File: config.mk
export PLATFORM = sky130hd
export DESIGN_NAME = cwp_clock_gen
export DESIGN_NICKNAME = d
export VERILOG_FILES = /design/src/core/cwp_pkg.sv /design/src/core/cwp_phase_if.sv /design/src/core/cwp_phase_gen.sv /design/src/core/cwp_clock_gen.sv
export SDC_FILE = /design/constraint.sdc
export NUM_CORES = 1
export LEC_CHECK = 0
export ABC_CLOCK_PERIOD_IN_PS = 2000
export BUFFER_PORTS_ARGS = -buffer_cell sky130_fd_sc_hd__buf_4
export CAP_MARGIN = 10
export CORE_UTILIZATION = 53
export CTS_CLUSTER_SIZE = 10
export DETAILED_ROUTE_END_ITERATION = 6
export HOLD_SLACK_MARGIN = 0.02
export PLACE_DENSITY_LB_ADDON = 0.12
export SKIP_CTS_REPAIR_TIMING = 1
export SLEW_MARGIN = 20
export SYNTH_ARGS = -nofsm -noshare
export SYNTH_HDL_FRONTEND = slang
export SYNTH_HIERARCHICAL = 1
export SYNTH_SLANG_ARGS = --single-unit
File: constraint.sdc
create_clock -name core_clk -period 2 [get_ports core_clk]
set_clock_uncertainty 0.2 [all_clocks]
set_input_delay 0.1 -clock core_clk [delete_from_list [all_inputs] [get_ports core_clk]]
set_output_delay 0.1 -clock core_clk [all_outputs]
set_load 0.02 [all_outputs]
File: src/core/cwp_pkg.sv
package cwp_pkg;

  // CW clock modes; the multiple on the high-rate pin
  typedef enum logic [2:0] {
    CWP_M16 = 3'h0,
    CWP_M32 = 3'h1,
    CWP_M8  = 3'h2,
    CWP_M4  = 3'h3,
    CWP_M1  = 3'h4
  } cwp_mode_t;

  localparam int CWP_CHANNELS = 8;
  localparam int CWP_PHASES   = 16;
  localparam int CWP_SEL_W    = 4;
  localparam int CWP_WGT_W    = 5;

  // Pin positions in the synchroniser vector
  localparam int CWP_PIN_MULT = 0;
  localparam int CWP_PIN_SYNC = 1;
  localparam int CWP_PIN_SCLK = 2;
  localparam int CWP_PIN_SDIN = 3;
  localparam int CWP_PIN_LE   = 4;
  localparam int CWP_PIN_N    = 5;

  // Serial configuration frame, first bit shifted in is the msb
  localparam int CWP_FRAME_W  = 36;
  localparam int CWP_F_MODE   = 33;
  localparam int CWP_F_HS     = 32;
  localparam int CWP_F_SEL    = 0;

  // Values after reset
  localparam cwp_mode_t CWP_MODE_RST = CWP_M16;
  localparam logic CWP_HS_RST        = 1'b1;
  localparam logic [3:0] CWP_SEL_RST = 4'h0;

  // Phase advance per counted edge, in sixteenths of a carrier period
  localparam logic [3:0] CWP_STEP_16 = 4'h1;
  localparam logic [3:0] CWP_STEP_8  = 4'h2;
  localparam logic [3:0] CWP_STEP_4  = 4'h4;
  localparam logic [3:0] CWP_QUARTER = 4'h4;

endpackage

File: src/core/cwp_phase_if.sv
`timescale 1ns/1ps
`default_nettype none
interface cwp_phase_if;
  cwp_pkg::cwp_mode_t mode;
  logic               mult_edge;
  logic               sync_edge;
  logic [3:0]         phase;

  modport gen (
    input  mode,
    input  mult_edge,
    input  sync_edge,
    output phase
  );

  modport use_side (
    output mode,
    output mult_edge,
    output sync_edge,
    input  phase
  );
endinterface
`default_nettype wire

File: src/core/cwp_phase_gen.sv
`timescale 1ns/1ps
`default_nettype none
module cwp_phase_gen (
  // Clock and reset
  input wire logic core_clk,
  input wire logic rst,
  // Phase link
  cwp_phase_if.gen pl
);

  logic       half;
  logic [3:0] step;
  logic       count_en;

  ////////////////////////////////////////////////////////////////////////////
  // Step per counted edge: quadrature modes walk the same 16-step circle
  always_comb begin
    case (pl.mode)
      cwp_pkg::CWP_M8: step = cwp_pkg::CWP_STEP_8;
      cwp_pkg::CWP_M4: step = cwp_pkg::CWP_STEP_4;
      default:         step = cwp_pkg::CWP_STEP_16;
    endcase
  end

  // Divide by two ahead of the 16x generator
  always_ff @(posedge core_clk) begin
    if (rst || pl.sync_edge) begin
      half <= 1'b0;
    end else if (pl.mult_edge && pl.mode == cwp_pkg::CWP_M32) begin
      half <= ~half;
    end
  end

  assign count_en = pl.mult_edge && (pl.mode != cwp_pkg::CWP_M32 || half);

  // Sync edge restarts the circle so every device starts in step
  always_ff @(posedge core_clk) begin
    if (rst || pl.sync_edge) begin
      pl.phase <= 4'h0;
    end else if (count_en) begin
      pl.phase <= pl.phase + step;
    end
  end
endmodule
`default_nettype wire

File: src/core/cwp_clock_gen.sv
`timescale 1ns/1ps
`default_nettype none
// How it works
// - Two clock pins come in, a carrier multiple (32, 16, 8, 4 or 1 times) and a carrier-rate one.
// - Harmonic suppression is enabled only in the 32x, 16x and 8x modes.
// - After reset the block runs in the 16x mode.
// - In 16x mode the multiple clock walks a counter that yields sixteen even LO phases.
// - The 1x clock restarts the phase counter so all devices share a starting phase; in 1x mode it also drives the I output.
// - The 1x input may be a running clock or one pulse wider than a sixteenth period.
// - In 16x and 32x modes a cross-point routes any of the sixteen phases to each of the eight mixers.
// - Each selection step delays the LO by 22.5 degrees, a sixteenth of the period.
// - In 32x mode the input is divided by two ahead of the 16x generator.
// - In 8x and 4x modes in-phase and quadrature clocks exactly 90 degrees apart are made.
// - In 8x and 4x modes each channel gets cosine and sine weights of its chosen delay.
module cwp_clock_gen (
  // Clock and reset
  input  wire logic                   core_clk,
  input  wire logic                   rst,
  // CW clock pins
  input  wire logic                   cw_mult_clk,
  input  wire logic                   cw_sync_clk,
  // Serial configuration pins
  input  wire logic                   cfg_sclk,
  input  wire logic                   cfg_sdin,
  input  wire logic                   cfg_le,
  // Mixer local oscillators
  output logic [7:0]                  lo_ch,
  output logic                        quad_i,
  output logic                        quad_q,
  output logic [7:0][4:0]             w_cos,
  output logic [7:0][4:0]             w_sin,
  // Status
  output logic                        hs_en,
  output logic [2:0]                  cur_mode
);

  ////////////////////////////////////////////////////////////////////////////
  // Declarations
  logic [cwp_pkg::CWP_PIN_N-1:0]   pin_a;
  logic [cwp_pkg::CWP_PIN_N-1:0]   pin_b;
  logic [cwp_pkg::CWP_PIN_N-1:0]   pin_c;
  logic [cwp_pkg::CWP_PIN_N-1:0]   pin_rise;
  logic [cwp_pkg::CWP_PIN_N-1:0]   pins;
  logic [cwp_pkg::CWP_FRAME_W-1:0] shift;
  cwp_pkg::cwp_mode_t              mode;
  logic                            hs_req;
  logic [7:0][3:0]                 sel;
  logic [15:0]                     lo_phase;
  logic [7:0]                      lo_pick;
  logic                            route16;
  logic                            quad_mode;
  logic                            hs_ok;
  logic [3:0]                      q_phase;
  logic [2:0]                      frame_mode;

  cwp_phase_if pl ();

  ////////////////////////////////////////////////////////////////////////////
  // Functions

  // Cosine of k*22.5 degrees, scaled to +/-7
  function automatic logic [4:0] cos_w(input logic [3:0] k);
    logic [4:0] w;
    w = 5'h00;
    case (k)
      4'h0:    w = 5'h07;
      4'h1:    w = 5'h06;
      4'h2:    w = 5'h05;
      4'h3:    w = 5'h03;
      4'h4:    w = 5'h00;
      4'h5:    w = 5'h1D;
      4'h6:    w = 5'h1B;
      4'h7:    w = 5'h1A;
      4'h8:    w = 5'h19;
      4'h9:    w = 5'h1A;
      4'hA:    w = 5'h1B;
      4'hB:    w = 5'h1D;
      4'hC:    w = 5'h00;
      4'hD:    w = 5'h03;
      4'hE:    w = 5'h05;
      default: w = 5'h06;
    endcase
    return w;
  endfunction

  function automatic logic mode_valid(input logic [2:0] m);
    return m <= 3'h4;
  endfunction

  ////////////////////////////////////////////////////////////////////////////
  // Pin synchronisers; logic reads the second stage, and the third stage only for edge detection
  assign pins = {cfg_le, cfg_sdin, cfg_sclk, cw_sync_clk, cw_mult_clk};

  always_ff @(posedge core_clk) begin
    if (rst) begin
      pin_a <= 5'h00;
      pin_b <= 5'h00;
      pin_c <= 5'h00;
    end else begin
      pin_a <= pins;
      pin_b <= pin_a;
      pin_c <= pin_b;
    end
  end

  assign pin_rise = pin_b & ~pin_c;

  ////////////////////////////////////////////////////////////////////////////
  // Serial configuration
  always_ff @(posedge core_clk) begin
    if (rst) begin
      shift <= '0;
    end else if (pin_rise[cwp_pkg::CWP_PIN_SCLK]) begin
      shift <= {shift[cwp_pkg::CWP_FRAME_W-2:0], pin_b[cwp_pkg::CWP_PIN_SDIN]};
    end
  end

  assign frame_mode = shift[cwp_pkg::CWP_F_MODE +: 3];

  // Mode; an unknown code leaves the mode unchanged
  always_ff @(posedge core_clk) begin
    if (rst) begin
      mode <= cwp_pkg::CWP_MODE_RST;
    end else if (pin_rise[cwp_pkg::CWP_PIN_LE] && mode_valid(frame_mode)) begin
      mode <= cwp_pkg::cwp_mode_t'(frame_mode);
    end
  end

  always_ff @(posedge core_clk) begin
    if (rst) begin
      hs_req <= cwp_pkg::CWP_HS_RST;
    end else if (pin_rise[cwp_pkg::CWP_PIN_LE]) begin
      hs_req <= shift[cwp_pkg::CWP_F_HS];
    end
  end

  always_ff @(posedge core_clk) begin
    if (rst) begin
      for (int c = 0; c < cwp_pkg::CWP_CHANNELS; c++) begin
        sel[c] <= cwp_pkg::CWP_SEL_RST;
      end
    end else if (pin_rise[cwp_pkg::CWP_PIN_LE]) begin
      for (int c = 0; c < cwp_pkg::CWP_CHANNELS; c++) begin
        sel[c] <= shift[cwp_pkg::CWP_F_SEL + 4*c +: 4];
      end
    end
  end

  ////////////////////////////////////////////////////////////////////////////
  // Phase generator
  assign pl.mode      = mode;
  assign pl.mult_edge = pin_rise[cwp_pkg::CWP_PIN_MULT];
  assign pl.sync_edge = pin_rise[cwp_pkg::CWP_PIN_SYNC];

  cwp_phase_gen u_gen (
    .core_clk (core_clk),
    .rst      (rst),
    .pl       (pl.gen)
  );

  assign route16   = mode == cwp_pkg::CWP_M16 || mode == cwp_pkg::CWP_M32;
  assign quad_mode = mode == cwp_pkg::CWP_M8 || mode == cwp_pkg::CWP_M4;
  assign hs_ok     = route16 || mode == cwp_pkg::CWP_M8;

  // Phase k lags phase 0 by k sixteenths of the carrier period
  genvar k;
  generate
    for (k = 0; k < cwp_pkg::CWP_PHASES; k++) begin : g_phase
      logic [3:0] lag;
      assign lag         = pl.phase - 4'(k);
      assign lo_phase[k] = ~lag[3];
    end
  endgenerate

  ////////////////////////////////////////////////////////////////////////////
  // Cross-point switch and channel weights
  genvar c;
  generate
    for (c = 0; c < cwp_pkg::CWP_CHANNELS; c++) begin : g_ch
      assign lo_pick[c] = lo_phase[sel[c]];

      always_ff @(posedge core_clk) begin
        if (rst) begin
          lo_ch[c] <= 1'b0;
        end else begin
          lo_ch[c] <= route16 && lo_pick[c];
        end
      end

      // Weights stand zero while the cross-point is in use
      always_ff @(posedge core_clk) begin
        if (rst || route16) begin
          w_cos[c] <= 5'h00;
          w_sin[c] <= 5'h00;
        end else begin
          w_cos[c] <= cos_w(sel[c]);
          w_sin[c] <= cos_w(sel[c] + 4'hC);
        end
      end

    end
  endgenerate

  ////////////////////////////////////////////////////////////////////////////
  // Quadrature clocks; 1x mode passes the carrier through on the I path
  assign q_phase = pl.phase + cwp_pkg::CWP_QUARTER;

  always_ff @(posedge core_clk) begin
    if (rst) begin
      quad_i <= 1'b0;
      quad_q <= 1'b0;
    end else if (quad_mode) begin
      quad_i <= ~pl.phase[3];
      quad_q <= ~q_phase[3];
    end else if (mode == cwp_pkg::CWP_M1) begin
      quad_i <= pin_b[cwp_pkg::CWP_PIN_SYNC];
      quad_q <= 1'b0;
    end else begin
      quad_i <= 1'b0;
      quad_q <= 1'b0;
    end
  end

  ////////////////////////////////////////////////////////////////////////////
  // Status
  always_ff @(posedge core_clk) begin
    if (rst) begin
      hs_en <= 1'b0;
    end else begin
      hs_en <= hs_req && hs_ok;
    end
  end

  assign cur_mode = mode;
endmodule
`default_nettype wire

; After elaboration in Yosys (flattened, before gate mapping)
; Memories as Yosys holds them, arrays and structs flattened. A register that Yosys moved wholly into a read port is not among the register bits.
; Index checks and enable logic that the tools add are counted.
[totals]
input_bits = 7
wordCells = 142
mem_count = 16
romBits = 1280
output_inout_bits = 94
ff_bits = 103
[op_classes]
n_lt_le_gt_ge = 9
mux = 19
addsub = 25
n_eq_ne = 5
bitwise = 21
n_reduce_logical = 20
[mem_list]
columns = memory, depth, word_bits, read_ports, rd_clocked_by_memory_dff, wr, line
row1 = (no name shown), 16, 5, 1, 1, 0, cwp_clock_gen.sv:65  ; case (k)
row2 = (no name shown), 16, 5, 1, 1, 0, cwp_clock_gen.sv:65
row3 = (no name shown), 16, 5, 1, 1, 0, cwp_clock_gen.sv:65
row4 = (no name shown), 16, 5, 1, 1, 0, cwp_clock_gen.sv:65
row5 = (no name shown), 16, 5, 1, 1, 0, cwp_clock_gen.sv:65
row6 = (no name shown), 16, 5, 1, 1, 0, cwp_clock_gen.sv:65
row7 = +10 memories, n/a, n/a, n/a, n/a, n/a, n/a
[op_table]
columns = cell, count
row1 = $lt A4 B5 Y1 const B, 8
row2 = $add A4 B4 Y4 const B, 8
row3 = $bmux W1 S4, 8
row4 = $sub A4 B4 Y4 const B, 8
row5 = $not A1 Y1, 19
row6 = $sub A4 B3 Y4 const B, 4
row7 = $logic_and A1 B1 Y1, 12
row8 = $mux W1, 10
row9 = $sub A4 B2 Y4 const B, 2
row10 = $eq A3 B2 Y1 const B, 2
row11 = $logic_or A1 B1 Y1, 6
row12 = $pmux W3 S2, 1
row13 = $and A5 B5 Y5, 1
row14 = $not A5 Y5, 1
row15 = $add A4 B3 Y4, 1
row16 = $add A4 B3 Y4 const B, 1
row17 = $sub A4 B1 Y4 const B, 1
row18 = $eq A3 B1 Y1 const B, 1
row19 = $eq A3 B3 Y1 const B, 1
row20 = $le A3 B3 Y1 const B, 1
row21 = $logic_not A3 Y1, 1
row22 = $ne A3 B1 Y1 const B, 1
row23 = $reduce_or A2 Y1, 1

; Logic depth before layout (Yosys ltp)
; Gate-level depths: netlist (run 1).
[depth]
depth_word = 5
mapped_depth = 7
depth_no_buf = 7

; By module
; The synthesis (run 1) kept the hierarchy.
[modules_own_cells]
columns = module, cells_each, seq_area_each_um2, instances, area_per_inst_um2
row1 = cwp_clock_gen, 819, 3223.1, 1, 6927.9
row2 = cwp_phase_gen, 39, 100.1, 1, 340.3

; Worst setup path before layout (run 1)
; No wires, ideal clock.
[synth_timing]
kind = flip-flop to flip-flop
startpoint = reg mode[2] (netlist: cur_mode[2])
endpoint = reg u_gen.pl.phase[3]
path_buffers = 0
t_arrival_ns = 1.665
period_less_slack_ns = 1.936
setup_slack_ns = 0.064
required_ns = 1.728
path_stages_with_launch = 8
setup_time_ns = 0.072
path_cell_list = dfxtp_1 > nand2b_1 > nand2b_1 > inv_1 > ha_1 > nand3_1 > a211oi_1 > mux2i_1
[synth_between]
elab_chain_len = 3
word_cells_on_any_way = 7
classes_between = add/sub: 1 / eq/ne: 3 / mux: 1 / reduce/logical: 2
[synth_lines]
columns = item, line
row1 = start: declaration, cwp_clock_gen.sv:45  ; cwp_pkg::cwp_mode_t mode;
row2 = start signal: assignment, cwp_clock_gen.sv:123  ; mode <= cwp_pkg::CWP_MODE_RST;
row3 = start signal: assignment, cwp_clock_gen.sv:125  ; mode <= cwp_pkg::cwp_mode_t'(frame_mode);
row4 = $eq A3 B2 Y1 or $ne A3 B1 Y1 (tied branches), "cwp_phase_gen.sv:18, cwp_phase_gen.sv:34"
row5 = $pmux W3 S2 or $logic_or A1 B1 Y1 (tied branches), "cwp_phase_gen.sv:18, cwp_phase_gen.sv:34"
row6 = $add A4 B3 Y4 or $logic_and A1 B1 Y1 (tied branches), "cwp_phase_gen.sv:41, cwp_phase_gen.sv:34"
row7 = end signal: assignment, cwp_phase_gen.sv:41  ; pl.phase <= pl.phase + step;
row8 = end: declaration, cwp_phase_if.sv:13  ; output phase
; Parallel ways exist; a longest one is shown, timed or not.
; A chain may end at the register's enable or synchronous reset.

; Worst setup path in the final report (run 1)
[layout_timing]
startpoint = reg u_gen.pl.phase[0]
endpoint = reg u_gen.pl.phase[2]
[layout_between]
elab_chain_len = 1
[layout_lines]
columns = item, line
row1 = $add A4 B3 Y4, cwp_phase_gen.sv:41
; No other way between the ends.

==> results.json, run 1 <==
{
  "status": "completed",
  "ys_warn_count": 6,
  "register_area_um2": 3330,
  "cts.sinks": 166,
  "grt_overflow": 0,
  "multi_input_area_um2": 3450,
  "syn_nets": 901,
  "start_util": 0.547,
  "clockRootBuffer": "clkbuf_16",
  "diodes": 0,
  "antenna_found_initial": 0,
  "fmax_mhz": 517,
  "setup_violations": 0,
  "cts-htree-levels": 4,
  "final_core_util": 0.665,
  "ys_seq_elements": 166,
  "core_um2": 13300,
  "cellPowerDensity_nw_per_um2": 790,
  "crit_fanout": 10,
  "pin_count": 101,
  "cts_buffer_depth": 2,
  "clkLatencyLatePin_ps": 430,
  "ys_types": 46,
  "path_buf_inv": 1,
  "vias_per_cell": 5.20,
  "route.antenna.remaining_nets": 0,
  "critical_path.max_stage_delay_ps": 460,
  "cts_tree": "built",
  "path_class": "reg2reg",
  "synth_edf_count": 0,
  "instances_no_fill": 1131,
  "place_ws_ps": 4.30,
  "max-cap-violations": 0,
  "mostFrequentLayoutCell": "dfxtp_1",
  "final_cell_mix": "164 x dfxtp_1, 152 x nand2_1, 134 x buf_4",
  "gp_congestion": 0.806,
  "syn_area_per_cell_um2": 8.47,
  "firstDrtPassIters": 5,
  "leakage_nw": 3.32,
  "post-route-min-period_ps": 1940,
  "syn_inst": 858,
  "die_w_um": 119,
  "grt_pass1_wl_um": 24800,
  "routed-via-count": 5883,
  "start_kind": "flop",
  "finalHoldViolCount": 0,
  "wire_per_inst_um": 13.0,
  "numCtsBuffers": 17,
  "fill_cells": 1101,
  "placed_cells": 1093,
  "die_area_um2": 14200,
  "final_area_um2": 8840,
  "worstMarginPinSlew_ps": 854,
  "cpMaxStageDelayCell": "dfxtp_2",
  "drt_iter0_markers": 451,
  "yosysSeqAreaShare": 0.457,
  "worstHoldPathType": "in2reg",
  "slew_headroom": 0.431,
  "placed_cell_area_um2": 8150,
  "cp.arrival_ps": 2090,
  "cp-end-kind": "flop",
  "drc": 0,
  "grt_setup_unrepaired": "no",
  "layout-drive-gt1-share": 0.209,
  "tns_ps": 0,
  "fp-row-count": 42,
  "grt_pass1_vias": 5412,
  "async_flop_share": 0,
  "maxSlewViolCount": 0,
  "synth.cell_area_um2": 7270,
  "dp_hpwl_um": 10000,
  "area_growth_pct": 21.6,
  "path_cells": "ha_1, inv_1, fa_1, xnor2_1, nand3_1, a21oi_2",
  "path_clk_slew_ps": 60,
  "ir_drop_uv": 501,
  "die_h_um": 119,
  "fin_hold_ws_ps": 234,
  "grt_max_degree": 88,
  "nets": 985,
  "critPathRequiredTime_ps": 2160,
  "grt_use_total": 0.217,
  "routed_wirelength_um": 14800,
  "cp_top_family": "adder cells",
  "finalPower_mw": 6.98,
  "timing.final.ws_setup_ps": 65.0,
  "yosys_most_used_dff": "dfxtp_1",
  "period_share": 0.968,
  "portBuffers": 100
}
-- final cells by class --
cell class	instances	area share
clock inverter	11	0.0168
inverter	38	0.0161
multi-input combinational	578	0.390
timing repair buffer	141	0.123
tap	176	0.0249
sequential	166	0.376
clock buffer	21	0.0532
-- metal layers --
layer	part of all wire	global-route usage
met4	0.016	0.0910
met5	0	0
met2	0.49	0.368
met3	0.042	0.0441
met1	0.45	0.267
-- worst register-to-register path: cells and delay by family (launching register included) --
family / cells / cell delay (ps)
adders and majority gates: 2 / 610
xor gates and xnor gates: 1 / 200
AOI/OAI and AO/OA: 1 / 180
DFF: 1 / 460
and+or+nand+nor: 1 / 150
buffers and inverters: 1 / 70
-- power by group --
part	switching, mW	internal [mW]	leakage (nW)	total, mW
Sequential	0.0200	3.35	1.35	3.37
Clock	1.28	2.06	0.295	3.34
Combinational	0.167	0.103	1.68	0.270
-- logic make-up after synthesis --
family          synth area share
simple gates               0.188
fa+ha+maj                 0.0878
mux                       0.0262
compound gates             0.155
flops                      0.457
buf+inv                   0.0725
xor+xnor                  0.0133
-- Yosys cell counts, types with 2 or more instances --
master | number | share of area
dfxtp_1 | 166 | 0.46
nand2_1 | 152 | 0.078
a21oi_1 | 104 | 0.072
nor2_1 | 75 | 0.039
a211oi_1 | 47 | 0.049
clkbuf_1 | 47 | 0.024
ha_1 | 35 | 0.060
inv_1 | 30 | 0.015
nor2b_1 | 27 | 0.023
buf_4 | 16 | 0.017
maj3_2 | 16 | 0.025
nor3_1 | 15 | 0.010
o21ai_0 | 15 | 0.010
nand2b_1 | 13 | 0.011
xnor2_1 | 11 | 0.013
mux2i_1 | 10 | 0.014
nand3_1 | 9 | 0.0062
mux2_1 | 8 | 0.012
inv_2 | 7 | 0.0036
a221oi_1 | 6 | 0.0072
buf_2 | 6 | 0.0041
a221o_1 | 4 | 0.0055
and2_1 | 4 | 0.0034
buf_1 | 4 | 0.0021
or3_1 | 4 | 0.0034
and3_1 | 3 | 0.0026
a21o_1 | 2 | 0.0021
a311oi_1 | 2 | 0.0024
a31oi_1 | 2 | 0.0017
buf_6 | 2 | 0.0031
-- registers in the layout, indices dropped and copies added, names as in the netlist, 3 cells and up --
| register | count |
|---|---|
| lo_ch | 8 |
| w_sin | 32 |
| u_gen/pl.phase | 4 |
| pin_a | 5 |
| sel | 32 |
| pin_c | 4 |
| cur_mode | 3 |
| pin_b | 5 |
| shift | 36 |
| w_cos | 32 |
-- final timing paths --
| kind | startpoint | to | slack (ps) | depth (start not counted) |
|---|---|---|---|---|
| worst max-delay path | u_gen/pl.phase[0] | u_gen/pl.phase[2] | 60 | 6 |
| worst min-delay path | cfg_le | pin_a[4] | 230 | 3 |
| worst max register to register | u_gen/pl.phase[0] | u_gen/pl.phase[2] | 60 | 6 |
| worst min register to register | pin_b[3] | shift[0] | 240 | 2 |
Note: power is estimated with default switching activity, not from simulation.
==> run 2, diff against run 1 <==
--- a/config.mk
+++ b/config.mk
@@ -5,10 +5,11 @@
 export SDC_FILE = /design/constraint.sdc
 export NUM_CORES = 1
 export LEC_CHECK = 0
+export ABC_AREA = 1
 export ABC_CLOCK_PERIOD_IN_PS = 2000
 export BUFFER_PORTS_ARGS = -buffer_cell sky130_fd_sc_hd__buf_4
 export CAP_MARGIN = 10
-export CORE_UTILIZATION = 53
+export CORE_UTILIZATION = 50
 export CTS_CLUSTER_SIZE = 10
 export DETAILED_ROUTE_END_ITERATION = 6
 export HOLD_SLACK_MARGIN = 0.02
==> results.json, run 2 <==
{
  "status": "completed",
  "cp-end-kind": "flop",
  "numCtsBuffers": 17,
  "yosysMostFrequentCell": "dfxtp_1",
  "routed_wirelength_um": 18700,
  "layout-drive-gt1-share": 0.177,
  "cellPowerDensity_nw_per_um2": 828,
  "route.antenna.remaining_nets": 0,
  "critical_path.max_stage_delay_ps": 420,
  "regToRegStartpoint": "cur_mode[2]",
  "synth_common_cells": "166 x dfxtp_1, 159 x nand2_1, 154 x nor2_1, 104 x o21ai_0, 101 x nand3_1",
  "drc": 0,
  "syn_nets": 1116,
  "fp-row-count": 45,
  "grt_use_total": 0.233,
  "cp.arrival_ps": 2080,
  "final_cell_mix": "162 x dfxtp_1, 158 x nand2_1, 154 x nor2_1",
  "cp_common_cell": "inv_1",
  "ys_top_cells_by_area": "dfxtp_1 42%, nand2_1 7.5%, nor2_1 7.3%",
  "yosysSeqAreaShare": 0.420,
  "die_w_um": 128,
  "dp_hpwl_um": 12500,
  "core_um2": 15300,
  "cts_tree": "built",
  "die_area_um2": 16300,
  "finalHoldViolCount": 0,
  "synth_edf_count": 0,
  "nets": 1223,
  "worstMarginPinSlew_ps": 647,
  "grt_max_degree": 65,
  "yosys_most_used_dff": "dfxtp_1",
  "register_area_um2": 3330,
  "grt_pass1_vias": 6330,
  "r2r_cells": 10,
  "largest-register": "shift",
  "async_flop_share": 0,
  "start_util": 0.516,
  "final_core_util": 0.629,
  "vias_per_cell": 5.18,
  "post-route-min-period_ps": 1920,
  "clockRootBuffer": "clkbuf_16",
  "path_clk_slew_ps": 60,
  "drt_iter0_markers": 523,
  "antenna_found_initial": 0,
  "fin_hold_ws_ps": 206,
  "period_share": 0.962,
  "clkLatencyLatePin_ps": 420,
  "fill_cells": 1412,
  "cts-htree-levels": 4,
  "path_class": "reg2reg",
  "grt_pass1_wl_um": 30400,
  "r2r_slack_ps": 80,
  "max-cap-violations": 0,
  "hold_depth": 2,
  "wire_per_inst_um": 13.3,
  "ir_drop_uv": 606,
  "largest_register_ffs": 36,
  "grt_overflow": 0,
  "multi_input_area_um2": 3820,
  "start_kind": "flop",
  "maxSlewViolCount": 0,
  "area_growth_pct": 21.8,
  "cts.sinks": 166,
  "cts_buffer_depth": 2,
  "place_ws_ps": 23.0,
  "die_h_um": 128,
  "critPathRequiredTime_ps": 2150,
  "diodes": 0,
  "mostFrequentLayoutCell": "dfxtp_1",
  "fmax_mhz": 520,
  "firstDrtPassIters": 5,
  "crit_fanout": 5,
  "syn_area_per_cell_um2": 7.37,
  "leakage_nw": 4.44,
  "cpMaxStageDelayCell": "fa_1",
  "gp_congestion": 0.851,
  "ys_seq_elements": 166,
  "ys_types": 40,
  "syn_inst": 1073,
  "timing.final.ws_setup_ps": 76.3,
  "synth.cell_area_um2": 7910,
  "slew_headroom": 0.568,
  "setup_violations": 0,
  "portBuffers": 100,
  "hold_path_startpoint": "pin_a[0]",
  "yosysTopAreaCellShare": 0.420,
  "routed-via-count": 7278,
  "pin_count": 101,
  "path_cells": "nor3_2, inv_2, o21ai_2, inv_1, ha_1, inv_1, fa_1, nand2_2, nand2_1, nor2_1",
  "synth_area_leader_cell": "dfxtp_1",
  "worstHoldPathType": "reg2reg",
  "critPathLaunch": "cur_mode[2]",
  "ys_warn_count": 6
}
-- run 2: changes by cell type after synthesis, sizes merged, moves of 10 or more --
cell	change
nand2b	-13
mux2i	-10
clkbuf	-22
buf	+10
inv	+62
nand2	+19
maj3	-16
nor2	+83
nor2b	-27
nand3	+97
a211oi	-17
o21ai	+90
xnor2	-10
a21oi	-12
-- run 2: final timing paths --
check                 endpoint
min                   pin_b[0]
max reg2reg  u_gen/pl.phase[1]
min reg2reg           pin_b[0]
max          u_gen/pl.phase[1]
-- run 2: per-stage QoR --
stage | setup TNS (ps) | area (um^2) | cells | total power, mW
after CTS | 0 | 9500 | 1393 | 8.01
after floorplan | -20.3 | 7910 | 1073 | 4.27
final | 0 | 9630 | 1404 | 7.97
after detailed placement | 0 | 8870 | 1361 | 4.58
after global placement | 0 | 8870 | 1361 | 4.57
after global routing | -21.3 | 9630 | 1404 | 8.33
-- run 2: layout make-up --
type | instances | area share
clock inverters | 10 | 0.0149
multi-input cells | 736 | 0.397
inverters | 107 | 0.0420
flip-flops and latches | 166 | 0.346
repair buffers | 152 | 0.123
well taps | 211 | 0.0274
clock buffers | 22 | 0.0503
-- run 2: metal layers --
metal  up-vias  global-route usage  wire (um)
met5         -                   0          0
met4         0              0.0747        167
met3        11              0.0405        849
met2       181               0.389       8920
met1      3329               0.307       8800
li1       3757                   -          -
-- run 2: cells by family after synthesis --
| kind of cell | count (synthesis) | synth area share |
|---|---|---|
| simple gates | 452 | 0.249 |
| compound gates | 247 | 0.173 |
| xor+xnor | 1 | 0.00111 |
| fa+ha+maj | 36 | 0.0579 |
| buf+inv | 171 | 0.0983 |
| flops | 166 | 0.420 |
-- run 2: power by group --
group	internal, mW	switching [mW]
Combinational	0.369	0.615
Sequential	3.46	0.102
Clock	2.10	1.33
-- run 2: critical path, delay by kind of cell (launching register included) --
kind	cells	cell delay, ps
compound gates	1	60
simple gates	4	430
buf+inv	3	200
flops	1	370
fa+ha+maj	2	600
